--- config.mk ---
export PLATFORM = sky130hd
export DESIGN_NAME = status_indicators
export DESIGN_NICKNAME = d
export VERILOG_FILES = /design/src/hdl/indicator_pkg.sv /design/src/hdl/flash_if.sv /design/src/hdl/status_indicators.sv /design/src/hdl/flash_timebase.sv
export SDC_FILE = /design/constraint.sdc
export NUM_CORES = 1
export LEC_CHECK = 0
export ABC_CLOCK_PERIOD_IN_PS = 3600
export BUFFER_PORTS_ARGS = -buffer_cell sky130_fd_sc_hd__buf_2
export CORE_MARGIN = 3
export CORE_UTILIZATION = 35
export CTS_CLUSTER_SIZE = 25
export DETAILED_ROUTE_END_ITERATION = 8
export GPL_TIMING_DRIVEN = 0
export HOLD_SLACK_MARGIN = 0.08
export PLACE_DENSITY_LB_ADDON = 0.3
export SYNTH_ARGS = -nofsm -noshare
export SYNTH_HDL_FRONTEND = slang
export SYNTH_SLANG_ARGS = --single-unit
--- constraint.sdc ---
create_clock -name core_clk_i -period 3.6 [get_ports core_clk_i]
set_input_delay 0.72 -clock core_clk_i [delete_from_list [all_inputs] [get_ports core_clk_i]]
set_output_delay 0.72 -clock core_clk_i [all_outputs]
set_load 0.005 [all_outputs]
--- src/hdl/indicator_pkg.sv ---
// constants, types and helpers for the status-indicator driver
// assumes a single 250 MHz clock and a synchronous active-high reset
package indicator_pkg;

	// ***************************************************
	// timing
	// ***************************************************
	localparam int unsigned CLK_FREQ_HZ       = 250_000_000;
	localparam int unsigned FLASH_INTERVAL_S  = 1;
	localparam int unsigned FLASH_HALF_CYCLES = FLASH_INTERVAL_S * CLK_FREQ_HZ;

	// ***************************************************
	// register map
	// ***************************************************
	localparam logic [7:0] REG_STATUS = 8'h00;
	localparam logic [7:0] REG_EVENT  = 8'h04;
	localparam logic [7:0] REG_MASK   = 8'h08;
	localparam logic [7:0] REG_CTRL   = 8'h0C;

	localparam int unsigned EVT_W        = 5;
	localparam int unsigned EVT_HALT     = 0;
	localparam int unsigned EVT_LOCAL    = 1;
	localparam int unsigned EVT_FATAL    = 2;
	localparam int unsigned EVT_CONN_UP  = 3;
	localparam int unsigned EVT_MODE     = 4;

	localparam int unsigned CTRL_BLANK   = 0;

	localparam logic [EVT_W-1:0] EVT_RESET  = 5'h00;
	localparam logic [EVT_W-1:0] MASK_RESET = 5'h00;
	localparam logic             CTRL_RESET = 1'b0;

	// ***************************************************
	// display codes, segment order g f e d c b a
	// ***************************************************
	localparam logic [6:0] SEG_DASH  = 7'h40;
	localparam logic [6:0] SEG_BLANK = 7'h00;

	typedef enum logic [1:0] {
		MODE_INIT,
		MODE_RUN,
		MODE_PROGRAM,
		MODE_DEBUG
	} op_mode_t;

	function automatic logic [6:0] hex_to_seg(input logic [3:0] nib);
		logic [6:0] s;
		s = SEG_BLANK;
		case (nib)
			4'h0:    s = 7'h3F;
			4'h1:    s = 7'h06;
			4'h2:    s = 7'h5B;
			4'h3:    s = 7'h4F;
			4'h4:    s = 7'h66;
			4'h5:    s = 7'h6D;
			4'h6:    s = 7'h7D;
			4'h7:    s = 7'h07;
			4'h8:    s = 7'h7F;
			4'h9:    s = 7'h6F;
			4'hA:    s = 7'h77;
			4'hB:    s = 7'h7C;
			4'hC:    s = 7'h39;
			4'hD:    s = 7'h5E;
			4'hE:    s = 7'h79;
			default: s = 7'h71;
		endcase
		return s;
	endfunction

endpackage

--- src/hdl/flash_if.sv ---
// shared flash phase between the timebase and the lamp logic
// assumes both ends run on the same clock
interface flash_if;
	logic phase;
	logic tick;

	modport src (output phase, output tick);
	modport snk (input phase, input tick);
endinterface

--- src/hdl/status_indicators.sv ---
// status lamps and two-digit display driver with register port
// assumes status inputs are synchronous to core_clk_i
module status_indicators
	import indicator_pkg::*;
#(
	parameter int unsigned HALF_CYCLES = FLASH_HALF_CYCLES
) (
	// clock and reset
	input  wire logic        core_clk_i,
	input  wire logic        rst_i,
	// status inputs
	input  wire op_mode_t    mode_i,
	input  wire logic        debug_running_i,
	input  wire logic        fatal_fault_i,
	input  wire logic        prog_halt_err_i,
	input  wire logic        prog_local_err_i,
	input  wire logic        validated_i,
	input  wire logic        sig_confirmed_i,
	input  wire logic [7:0]  sig_byte_i,
	input  wire logic        conn_pending_i,
	// register port
	input  wire logic [7:0]  addr_i,
	input  wire logic [31:0] wdata_i,
	input  wire logic        wr_i,
	input  wire logic        rd_i,
	output logic      [31:0] rdata_o,
	// interrupt
	output logic             irq_o,
	// lamps
	output logic             perr_lamp_o,
	output logic             run_lamp_o,
	output logic             debug_lamp_o,
	output logic             valid_lamp_o,
	// display
	output logic      [6:0]  seg_hi_o,
	output logic      [6:0]  seg_lo_o
);

	// ***************************************************
	// shared timebase
	// ***************************************************
	flash_if fl ();

	flash_timebase #(
		.HALF_CYCLES (HALF_CYCLES)
	) u_timebase (
		.core_clk_i (core_clk_i),
		.rst_i      (rst_i),
		.fl         (fl)
	);

	wire phase;

	assign phase = fl.phase;

	// ***************************************************
	// lamp decode
	// ***************************************************
	logic perr_d;
	logic run_d;
	logic debug_d;
	logic valid_d;

	always_comb begin
		if (prog_halt_err_i) begin
			perr_d = 1'b1;
		end else if (prog_local_err_i) begin
			perr_d = phase;
		end else begin
			perr_d = 1'b0;
		end
	end

	always_comb begin
		run_d   = 1'b0;
		debug_d = 1'b0;
		if (!fatal_fault_i) begin
			case (mode_i)
				MODE_INIT:    run_d = phase;
				MODE_RUN:     run_d = 1'b1;
				MODE_PROGRAM: run_d = 1'b0;
				MODE_DEBUG: begin
					run_d   = debug_running_i;
					debug_d = 1'b1;
				end
				default:      run_d = 1'b0;
			endcase
		end
	end

	assign valid_d = validated_i && !fatal_fault_i;

	// ***************************************************
	// display decode
	// ***************************************************
	logic       blank_q;
	wire  [6:0] dig_hi;
	wire  [6:0] dig_lo;
	wire        disp_dark;
	wire  [6:0] seg_hi_d;
	wire  [6:0] seg_lo_d;

	assign dig_hi    = sig_confirmed_i ? hex_to_seg(sig_byte_i[7:4]) : SEG_DASH;
	assign dig_lo    = sig_confirmed_i ? hex_to_seg(sig_byte_i[3:0]) : SEG_DASH;
	assign disp_dark = blank_q || (conn_pending_i && !phase);
	assign seg_hi_d  = disp_dark ? SEG_BLANK : dig_hi;
	assign seg_lo_d  = disp_dark ? SEG_BLANK : dig_lo;

	always_ff @(posedge core_clk_i) begin
		if (rst_i) begin
			perr_lamp_o  <= 1'b0;
			run_lamp_o   <= 1'b0;
			debug_lamp_o <= 1'b0;
			valid_lamp_o <= 1'b0;
			seg_hi_o     <= SEG_BLANK;
			seg_lo_o     <= SEG_BLANK;
		end else begin
			perr_lamp_o  <= perr_d;
			run_lamp_o   <= run_d;
			debug_lamp_o <= debug_d;
			valid_lamp_o <= valid_d;
			seg_hi_o     <= seg_hi_d;
			seg_lo_o     <= seg_lo_d;
		end
	end

	// ***************************************************
	// events
	// ***************************************************
	logic       halt_q;
	logic       local_q;
	logic       fatal_q;
	logic       pend_q;
	op_mode_t   mode_q;
	wire  [EVT_W-1:0] evt_set;

	always_ff @(posedge core_clk_i) begin
		if (rst_i) begin
			halt_q  <= 1'b0;
			local_q <= 1'b0;
			fatal_q <= 1'b0;
			pend_q  <= 1'b0;
			mode_q  <= MODE_INIT;
		end else begin
			halt_q  <= prog_halt_err_i;
			local_q <= prog_local_err_i;
			fatal_q <= fatal_fault_i;
			pend_q  <= conn_pending_i;
			mode_q  <= mode_i;
		end
	end

	assign evt_set[EVT_HALT]    = prog_halt_err_i && !halt_q;
	assign evt_set[EVT_LOCAL]   = prog_local_err_i && !local_q;
	assign evt_set[EVT_FATAL]   = fatal_fault_i && !fatal_q;
	assign evt_set[EVT_CONN_UP] = !conn_pending_i && pend_q;
	assign evt_set[EVT_MODE]    = mode_i != mode_q;

	// ***************************************************
	// register port
	// ***************************************************
	logic [EVT_W-1:0] evt_q;
	logic [EVT_W-1:0] evt_d;
	logic [EVT_W-1:0] mask_q;
	logic [EVT_W-1:0] mask_d;
	logic             blank_d;
	wire              wr_evt;
	wire              wr_mask;
	wire              wr_ctrl;
	wire  [31:0]      status_word;
	logic [31:0]      rdata_d;

	assign wr_evt  = wr_i && (addr_i == REG_EVENT);
	assign wr_mask = wr_i && (addr_i == REG_MASK);
	assign wr_ctrl = wr_i && (addr_i == REG_CTRL);

	// set wins over a write-one clear in the same cycle
	assign evt_d   = (evt_q & ~(wr_evt ? wdata_i[EVT_W-1:0] : '0)) | evt_set;
	assign mask_d  = wr_mask ? wdata_i[EVT_W-1:0] : mask_q;
	assign blank_d = wr_ctrl ? wdata_i[CTRL_BLANK] : blank_q;

	assign status_word = {8'h00, seg_hi_o[6:0], 1'b0, sig_byte_i, 1'b0, phase,
		mode_q, valid_lamp_o, debug_lamp_o, run_lamp_o, perr_lamp_o};

	always_comb begin
		rdata_d = 32'h0000_0000;
		if (rd_i) begin
			case (addr_i)
				REG_STATUS: rdata_d = status_word;
				REG_EVENT:  rdata_d = {{(32 - EVT_W){1'b0}}, evt_q};
				REG_MASK:   rdata_d = {{(32 - EVT_W){1'b0}}, mask_q};
				REG_CTRL:   rdata_d = {31'h0000_0000, blank_q};
				default:    rdata_d = 32'h0000_0000;
			endcase
		end
	end

	always_ff @(posedge core_clk_i) begin
		if (rst_i) begin
			evt_q   <= EVT_RESET;
			mask_q  <= MASK_RESET;
			blank_q <= CTRL_RESET;
			irq_o   <= 1'b0;
			rdata_o <= 32'h0000_0000;
		end else begin
			evt_q   <= evt_d;
			mask_q  <= mask_d;
			blank_q <= blank_d;
			irq_o   <= |(evt_d & mask_d);
			rdata_o <= rdata_d;
		end
	end

	// ***************************************************
	// checks
	// ***************************************************
	logic rst_hold_q;

	// keeps checks quiet on the edge that releases reset
	always_ff @(posedge core_clk_i) begin
		rst_hold_q <= rst_i;
	end
endmodule

--- src/hdl/flash_timebase.sv ---
// single flash timebase with equal on and off halves
// assumes the lamp logic samples phase on the same clock
module flash_timebase
	import indicator_pkg::*;
#(
	parameter int unsigned HALF_CYCLES = FLASH_HALF_CYCLES
) (
	// clock and reset
	input  wire logic core_clk_i,
	input  wire logic rst_i,
	// flash phase out
	flash_if.src      fl
);

	localparam int unsigned CW = (HALF_CYCLES > 1) ? $clog2(HALF_CYCLES) : 1;

	logic [CW-1:0] cnt_q;
	wire           wrap;

	assign wrap = (cnt_q == CW'(HALF_CYCLES - 1));

	always_ff @(posedge core_clk_i) begin
		if (rst_i) begin
			cnt_q    <= '0;
			fl.phase <= 1'b1;
			fl.tick  <= 1'b0;
		end else begin
			cnt_q    <= wrap ? '0 : cnt_q + CW'(1);
			fl.phase <= wrap ? ~fl.phase : fl.phase;
			fl.tick  <= wrap;
		end
	end
endmodule

==> metrics, run 1 <==
RSZ-0062 raised after global routing=no; antenna cell count=0; fraction of layout cells with a size suffix above 1=between 20% and 30%; fmax=between 400 and 500 MHz; worst endpoint required time=3850 ps; Yosys top cell by area=dfxtp_1; residual DRC count=0; largest net degree at the start of global routing=17; routing usage on met1=18.4%; Yosys cell types=47; die height=109 um; Setup Buffers After CTS=0; clk slew on worst S/H paths=90 ps; Leakage=1.94 nW; Power Density=about 400 nW/um2; Tcrit/Tclk final=about two thirds; Final #Nets=578; routed wire length=7910 um; Synth async-reset ratio=0%; GRT Overall Usage=13.6%; Routed WL per cell=12.3 um; Final GP Congestion=0.801; filler instances=~1000; Area growth, synth to finish=19.9%; first-pass GRT wire length=13000 um; Max-cap violations=0; Post-synth EDFFs=0; clk_skew=~8.6 ps; drt initial violations=~120; max-slew violations=0; Synth top area share=46.5%; Least-Margin Pin Slew=1200 ps; Worst setup EP type=flip-flop; Final min period=2430 ps; initial antenna violation count=0; Seq/Total Area, Yosys=46.5%; Worst Reg-to-Reg Cells=5; hold slack=461 ps; setup TNS=0 ps; final setup vio count=0; via count=2992; register area=1740 um2; Die Footprint=12000 um2; fin util=43.3%; area of the multi-input gates=between 1500 and 2000 um2; GR Util met3=2.82%; Via density=4.65; CP max FO=7; DRT Pass-1 Iters=4; vias in the first global route=between 2000 and 3000; startpoint of the worst-slack reg-to-reg timing path=u_timebase.cnt_q[2]; CP Launch Type=input pin; Mapped Avg Cell Area=9.13 um2; Critical R2R Capture=u_timebase.cnt_q[19]; gr ovfl total=0; Max transition margin=about a fifth; CTS root buf=clkbuf_8; Final ANT Viol Nets=0; Detailed Place HPWL=6020 um; synthesized area=3740 um2; Data arrival, critical path=2680 ps; Setup crit start=addr_i[1]; Critical Path Sink=irq_o; number of port buffers=72; Initial Utilization=36.1%; CTS Buf Count=9; cts hold-fix bufs=0; final hold violation count=0; M2 GR Usage=21.2%; clk buf depth=2; flop-to-flop setup slack=between 1000 and 1500 ps; most crowded layer after global routing=met2; sink count of the clock tree=slightly below 90; CTS H-Tree Depth=3; Post-Synthesis Cells=roughly 400; Clk Latency, worst-skew pair=350 ps; Synth Flop Type=dfxtp_1; top post-synthesis cells by area=dfxtp_1 47%, nor2_1 6.8%, ha_1 5.0%; core area=~10000 um2; Hold Path Class=flip-flop to flip-flop; Die Span X=109 um; run status=finished clean; CTS tree=built; Rows=37; post-CTS sizing=0; Ports=112; Yosys reg bits=87; crit path kind=input pin to flip-flop; synth warn=0; worst vdd ir=0.000168 V
==> sequential cells by signal (all words and copies together), names as in the netlist, 2 cells and up <==
register / count
seg_lo_o: 7
evt_q: 5
mask_q: 5
seg_hi_o: 7
rdata_o: 22
mode_q: 2
u_timebase.cnt_q: 28
==> cell usage after synthesis (2+ instances only) <==
cell type,count
or2_2,2
and2_1,12
nand3_1,13
clkbuf_1,11
o21ai_0,3
mux4_2,2
o22ai_1,4
nand2b_1,2
nor4_1,11
buf_2,3
buf_4,10
a31oi_1,2
nor2_1,68
xnor2_1,16
nor3b_1,2
nor2b_1,16
mux2i_1,11
nor3_1,11
nor2_2,2
and4_1,2
a221oi_1,2
nor4b_1,3
nand4_1,12
a211oi_1,7
ha_1,15
dfxtp_1,87
inv_1,17
a21boi_0,2
xor2_1,13
a21oi_1,13
nand2_1,20
==> where the power goes <==
group          internal (mW)  leakage, nW  switching [mW]  total (mW)
sequential             0.984        0.708          0.0113       0.995
combinational         0.0669         1.13          0.0865       0.153
clock                  0.261       0.0959           0.371       0.632
total                   1.31         1.94           0.469        1.78
==> layout by cell type, fill, tap and decap left out, types with 3 or more instances in the layout <==
cell / n
and2_1: 12
nor4b_1: 3
nor2b_1: 16
dfxtp_1: 87
clkbuf_1: 11
mux2i_1: 11
buf_2: 75
ha_1: 15
xor2_1: 13
clkbuf_8: 9
nor2_1: 68
nor4_1: 11
nand2_1: 20
o21ai_0: 3
xnor2_1: 16
a21oi_1: 13
nand3_1: 13
nor3_1: 11
conb_1: 10
nand4_1: 12
o22ai_1: 4
a211oi_1: 7
inv_1: 17
buf_4: 10
==> worst min path at each step <==
stage	depth (start not counted)	startpoint	to	slack, ps
2_1_floorplan	1	u_timebase.cnt_q[0]	u_timebase.cnt_q[0]	430
3_3_place_gp	1	seg_hi_o[3]	rdata_o[20]	430
3_5_place_dp	1	seg_hi_o[3]	rdata_o[20]	440
4_1_cts	1	seg_hi_o[3]	rdata_o[20]	460
5_1_grt	1	seg_hi_o[3]	rdata_o[20]	490
6_report	1	seg_hi_o[5]	rdata_o[22]	460
==> cells by family after synthesis <==
| logic type | share of synthesized area [%] |
|---|---|
| other cells | 0.100 |
| mux | 4.14 |
| fa+ha+maj | 5.01 |
| buf+inv | 5.61 |
| compound gates | 6.52 |
| flops | 46.5 |
| xor+xnor | 6.78 |
| simple gates | 25.3 |
==> worst max-delay path, stage by stage <==
cell	delay, ps
buf_2	100
nor3b_1	790
nand3_2	350
mux2i_1	300
o22ai_1	130
o31a_1	290
==> layer usage <==
| metal | share of wire (%) | up-vias |
|---|---|---|
| li1 | - | 1555 |
| met2 | 45 | 58 |
| met5 | 0 | - |
| met1 | 48 | 1373 |
| met3 | 5.0 | 6 |
| met4 | 1.1 | 0 |
==> final cells by class <==
class | count | area share (%)
Sequential cell | 87 | 38.8
Tap cell | 136 | 3.79
Multi-Input combinational cell | 289 | 40.7
Inverter | 17 | 1.42
Clock inverter | 7 | 1.25
Clock buffer | 9 | 2.76
Timing Repair Buffer | 72 | 8.03
Buffer | 26 | 3.26
==> stage by stage <==
stage	setup WS [ps]	cell area [um2]	cells	power, mW
after floorplan	1340	3780	419	1.11
after global placement	764	4310	627	1.17
after detailed placement	792	4310	627	1.17
after CTS	1170	4490	643	1.81
after global routing	952	4490	643	1.86
final	1170	4490	643	1.78
Power figures use the tool's default switching activity.
==> inputs of run 2 (changes only) <==
--- a/config.mk
+++ b/config.mk
@@ -5,7 +5,7 @@
 export SDC_FILE = /design/constraint.sdc
 export NUM_CORES = 1
 export LEC_CHECK = 0
-export ABC_CLOCK_PERIOD_IN_PS = 3600
+export ABC_CLOCK_PERIOD_IN_PS = 2100
 export BUFFER_PORTS_ARGS = -buffer_cell sky130_fd_sc_hd__buf_2
 export CORE_MARGIN = 3
 export CORE_UTILIZATION = 35
==> constraint.sdc (replaced) <==
create_clock -name core_clk_i -period 2.1 [get_ports core_clk_i]
set_input_delay 0.42 -clock core_clk_i [delete_from_list [all_inputs] [get_ports core_clk_i]]
set_output_delay 0.42 -clock core_clk_i [all_outputs]
set_load 0.005 [all_outputs]
==> run 2 against run 1 <==
  * Global-route usage is 0.073 points higher
  * Die area stayed put
  * Clock power is 72% higher
  * Utilization is 0.83 points higher
  * Via count is 0.20% higher
  * Final cell count is 0.16% higher
  * Non-clock buffer count is 1 higher
  * Worst setup slack worse by 1000 ps
  * Worst hold slack worse by 190 ps
  * Wire length is 0.92% higher
==> metrics, run 2 (synthesis results as in run 1) <==
run status=finished clean; Die Footprint=12000 um2; CTS root buf=clkbuf_8; Area growth, synth to finish=22.2%; clk_skew=about 9.3 ps; M1 WL=between 3000 and 4000 um; initial antenna violation count=0; vias in the first global route=approximately 2800; Biggest register=u_timebase.cnt_q; Least-Margin Pin Slew=543 ps; worst endpoint required time=2350 ps; Worst Reg-to-Reg Cells=7; worst vdd ir=0.000290 V; CTS H-Tree Depth=3; setup TNS=0 ps; first-pass GRT wire length=between 10000 and 15000 um; sequence of cells on the critical path=ha_4 -> inv_1 -> or4_4 -> buf_6 -> nor4_2 -> xnor2_1 -> nor2_2; number of port buffers=72; final hold violation count=0; fin cells=644; Detailed Place HPWL=6020 um; Clk Latency, worst-skew pair=350 ps; clock power share=35.5%; Top Metal Used=met4; Final min period=approximately 2000 ps; CP peak stage delay=530 ps; Setup crit start=u_timebase.cnt_q[0]; cell count after placement=627; Power Density=670 nW/um2; largest net degree at the start of global routing=17; GRT Overall Usage=approximately 14%; core area=10400 um2; CTS tree=built; fraction of layout cells with a size suffix above 1=approximately 24%; final setup vio count=0; combinational share of power=8.8%; internal cell power=2.25 mW; Worst setup EP type=flip-flop; Data arrival, critical path=2210 ps; Hold Path Origin=fatal_fault_i; Tcrit/Tclk final=93.3%; Hold Path Depth=2; CP Launch Type=flip-flop; sink count of the clock tree=87; max reg flops=28; fmax=510 MHz; Routed WL per cell=12.4 um; clk slew on worst S/H paths=100 ps; Final ANT Viol Nets=0; Net Sw Power=about 0.81 mW; Final #Nets=579; CTS Buf Count=9; max-slew violations=0; CP max FO=8; drt initial violations=95; startpoint of the worst-slack reg-to-reg timing path=u_timebase.cnt_q[0]; Top Registers=u_timebase.cnt_q: 28 flops, rdata_o: 22 flops; die height=109 um; CP max stage cell=or4_4; Via density=4.66; Hold Path Class=input pin to flip-flop; antenna cell count=0; gr ovfl total=0; routed wire length=~8000 um; residual DRC count=0; commonest non-fill, non-tap cell in the layout=dfxtp_1; Ports=112; Die Span X=between 100 and 150 um; switching share of total power=26.5%; Max transition margin=63.6%; via count=2998; most frequent cells in the layout=83 x dfxtp_1, 73 x buf_2, 68 x nor2_1; Final GP Congestion=0.801; Rows=37; RSZ-0062 raised after global routing=no; DRT Pass-1 Iters=4; clk buf depth=2; cts hold-fix bufs=0; Max-cap violations=0; routed wl met3=slightly below 400 um; fin util=44.1%; crit path kind=flip-flop to flip-flop; Reg power frac=55.7%; Initial Utilization=36.1%; Leakage=approximately 2.0 nW; met2 wire length=between 3000 and 4000 um
run 2: changes by cell type in the layout (fill, tap and decap cells not counted), sizes merged:
cell / delta
buf: +1
run 2: power by group through the flow:
stage / sequential, mW / clock [mW] / combinational [mW]
after floorplan: 1.74 / 0 / 0.158
after global placement: 1.74 / 0 / 0.258
after detailed placement: 1.75 / 0 / 0.262
after CTS: 1.71 / 1.12 / 0.266
after global routing: 1.71 / 1.18 / 0.309
final: 1.71 / 1.09 / 0.269
run 2: final timing paths:
check / endpoint / slack [ps]
setup / recovery: u_timebase.cnt_q[24] / 140
hold / removal: debug_lamp_o / 270
setup reg to reg: u_timebase.cnt_q[24] / 140
hold reg to reg: rdata_o[22] / 460
run 2: layer usage:
| metal | up-vias | track usage, % |
|---|---|---|
| met5 | - | 0 |
| met4 | 0 | 5.34 |
| met3 | 6 | 2.82 |
| met2 | 58 | 21.3 |
| met1 | 1380 | 18.5 |
| li1 | 1554 | - |
run 2: area by class of cell:
class                      count  area, um2
fill                        1033       5790
clock inverter                 7       56.3
inverter                      17       63.8
sequential                    87       1750
timing repair buffer          73        368
multi-input combinational    289       1900
clock buffer                   9        124
tap                          136        170
buffer                        26        151
run 2: worst max-delay path, delay by kind of cell (launching register included):
kind,cells,cell delay (ps)
xor+xnor,1,170
fa+ha+maj,1,200
buf+inv,2,210
flops,1,420
simple gates,3,870
run 2: metrics by stage:
stage,power [mW],area (um2),hold slack [ps],setup slack (ps)
final,3.06,4580,270,141
after global routing,3.21,4580,267,17.8
after CTS,3.10,4520,256,5.40
after detailed placement,2.01,4310,440,-408
after global placement,2.00,4310,433,-436
after floorplan,1.90,3780,430,143
run 2: timing repair:
item | 4_1_cts | 5_1_grt
endpoints found under the setup margin | 22 | 32
setup buffers | 0 | 1
pin swaps | 0 | 1
endpoints found under the hold margin | 0 | 0
resized for setup | 6 | 11
==> inputs of run 3 (changes only) <==
--- a/config.mk
+++ b/config.mk
@@ -9,6 +9,7 @@
 export BUFFER_PORTS_ARGS = -buffer_cell sky130_fd_sc_hd__buf_2
 export CORE_MARGIN = 3
 export CORE_UTILIZATION = 35
+export CTS_BUF_LIST = sky130_fd_sc_hd__clkbuf_4
 export CTS_CLUSTER_SIZE = 25
 export DETAILED_ROUTE_END_ITERATION = 8
 export GPL_TIMING_DRIVEN = 0
==> run 3 against run 2 <==
  * Count of clock-buffer cells in the layout unchanged
  * Clock skew up 2.1 ps
  * Largest power group unchanged
  * Sequential power about the same
==> metrics, run 3 (synthesis results as in run 1) <==
run status=finished clean; routed wl met3=384 um; die height=109 um; CTS tree=built; filler instances=1033; crit path kind=flip-flop to flip-flop; Detailed Place HPWL=6020 um; core area=10400 um2; met2 wire length=3540 um; Initial Utilization=36.1%; Least-Margin Pin Slew=536 ps; fmax=509 MHz; Routed WL per cell=between 10 and 15 um; GRT Overall Usage=around 13%; M1 WL=3800 um; Biggest register=u_timebase.cnt_q; max reg flops=28; worst vdd ir=0.000308 V; initial antenna violation count=0; CP Launch Type=flip-flop; number of port buffers=72; final hold violation count=0; Leakage=1.96 nW; clk_skew=between 10 and 15 ps; Hold Path Class=input pin to flip-flop; routed wire length=7810 um; register area=about 1700 um2; fin util=a little over two fifths; Rows=37; drt initial violations=103; RSZ-0062 raised after global routing=no; Final #Nets=~580; via count=2992; Die Footprint=12000 um2; Max-cap violations=0; commonest non-fill, non-tap cell in the layout=dfxtp_1; pre-CTS WS=-408 ps; Top Metal Used=met4; Final GP Congestion=0.801; clk slew on worst S/H paths=between 150 and 200 ps; Final WS setup=135 ps; DRT Pass-1 Iters=4; Data arrival, critical path=~2300 ps; most frequent cells in the layout=84 x dfxtp_1, 73 x buf_2, 68 x nor2_1; vias in the first global route=2789; clk buf depth=2; CTS Buf Count=9; gr ovfl total=0; sink count of the clock tree=87; Final min period=1960 ps; Area growth, synth to finish=20.6%; Power Density=629 nW/um2; first-pass GRT wire length=about 13000 um; Worst setup EP type=flip-flop; Tcrit/Tclk final=between 90% and 100%; area of the multi-input gates=between 1500 and 2000 um2; largest net degree at the start of global routing=17; CTS root buf=clkbuf_4; antenna cell count=0; Die Span X=109 um; Top Registers=u_timebase.cnt_q: 28 flops, rdata_o: 22 flops; Final ANT Viol Nets=0; Max transition margin=64.0%; residual DRC count=0; CTS H-Tree Depth=3; max-slew violations=0; fraction of layout cells with a size suffix above 1=24.2%; Ports=112; final setup vio count=0; Via density=roughly 4.6; worst endpoint required time=2420 ps; CP max FO=8; Clk Latency, worst-skew pair=420 ps
run 3: final cells by class:
cell class / instances / area share [%]
Clock buffer: 9 / 1.50
Tap cell: 136 / 3.77
Multi-Input combinational cell: 289 / 42.0
Clock inverter: 7 / 1.25
Buffer: 26 / 3.35
Sequential cell: 87 / 38.6
Timing Repair Buffer: 73 / 8.14
Inverter: 17 / 1.41
run 3: worst max-delay path, stage by stage, from the launching register on:
cell     delay, ps
dfxtp_1        440
ha_4           210
inv_1           50
or4_4          530
buf_6          160
nor4_2         290
xnor2_1        170
nor2_2          40
run 3: repair_timing:
action                     4_1_cts  5_1_grt
buffers inserted                 0        1
cloned                           0        0
pin swaps                        0        1
resized for setup                6       10
hold buffers                     0        0
setup endpoints to repair       21       32
run 3: final timing paths:
check                                            end                start  slack (ps)  depth (start not counted)
worst max-delay path            u_timebase.cnt_q[24]  u_timebase.cnt_q[0]         140                          7
worst max register to register  u_timebase.cnt_q[24]  u_timebase.cnt_q[0]         140                          7
worst min register to register           rdata_o[22]          seg_hi_o[5]         470                          1
worst min-delay path                    debug_lamp_o        fatal_fault_i         190                          2
run 3: power by group:
part	internal (mW)	switching (mW)
clock	0.261	0.604
sequential	1.69	0.0209
combinational	0.119	0.150
total	2.07	0.775
run 3: metal layers:
layer | track usage, % | vias to the layer above
li1 | - | 1558
met4 | 5.25 | 0
met5 | 0 | -
met2 | 20.9 | 60
met1 | 18.5 | 1367
met3 | 2.64 | 7
run 3: through the flow:
stage | instance area [um2] | hold slack, ps | cells | TNS [ps] | power [mW]
after floorplan | 3780 | 430 | 419 | 0 | 1.90
after global placement | 4310 | 433 | 627 | -5040 | 2.00
after detailed placement | 4310 | 440 | 627 | -4490 | 2.01
after CTS | 4470 | 150 | 643 | 0 | 2.88
after global routing | 4520 | 163 | 644 | 0 | 2.99
final | 4520 | 189 | 644 | 0 | 2.84
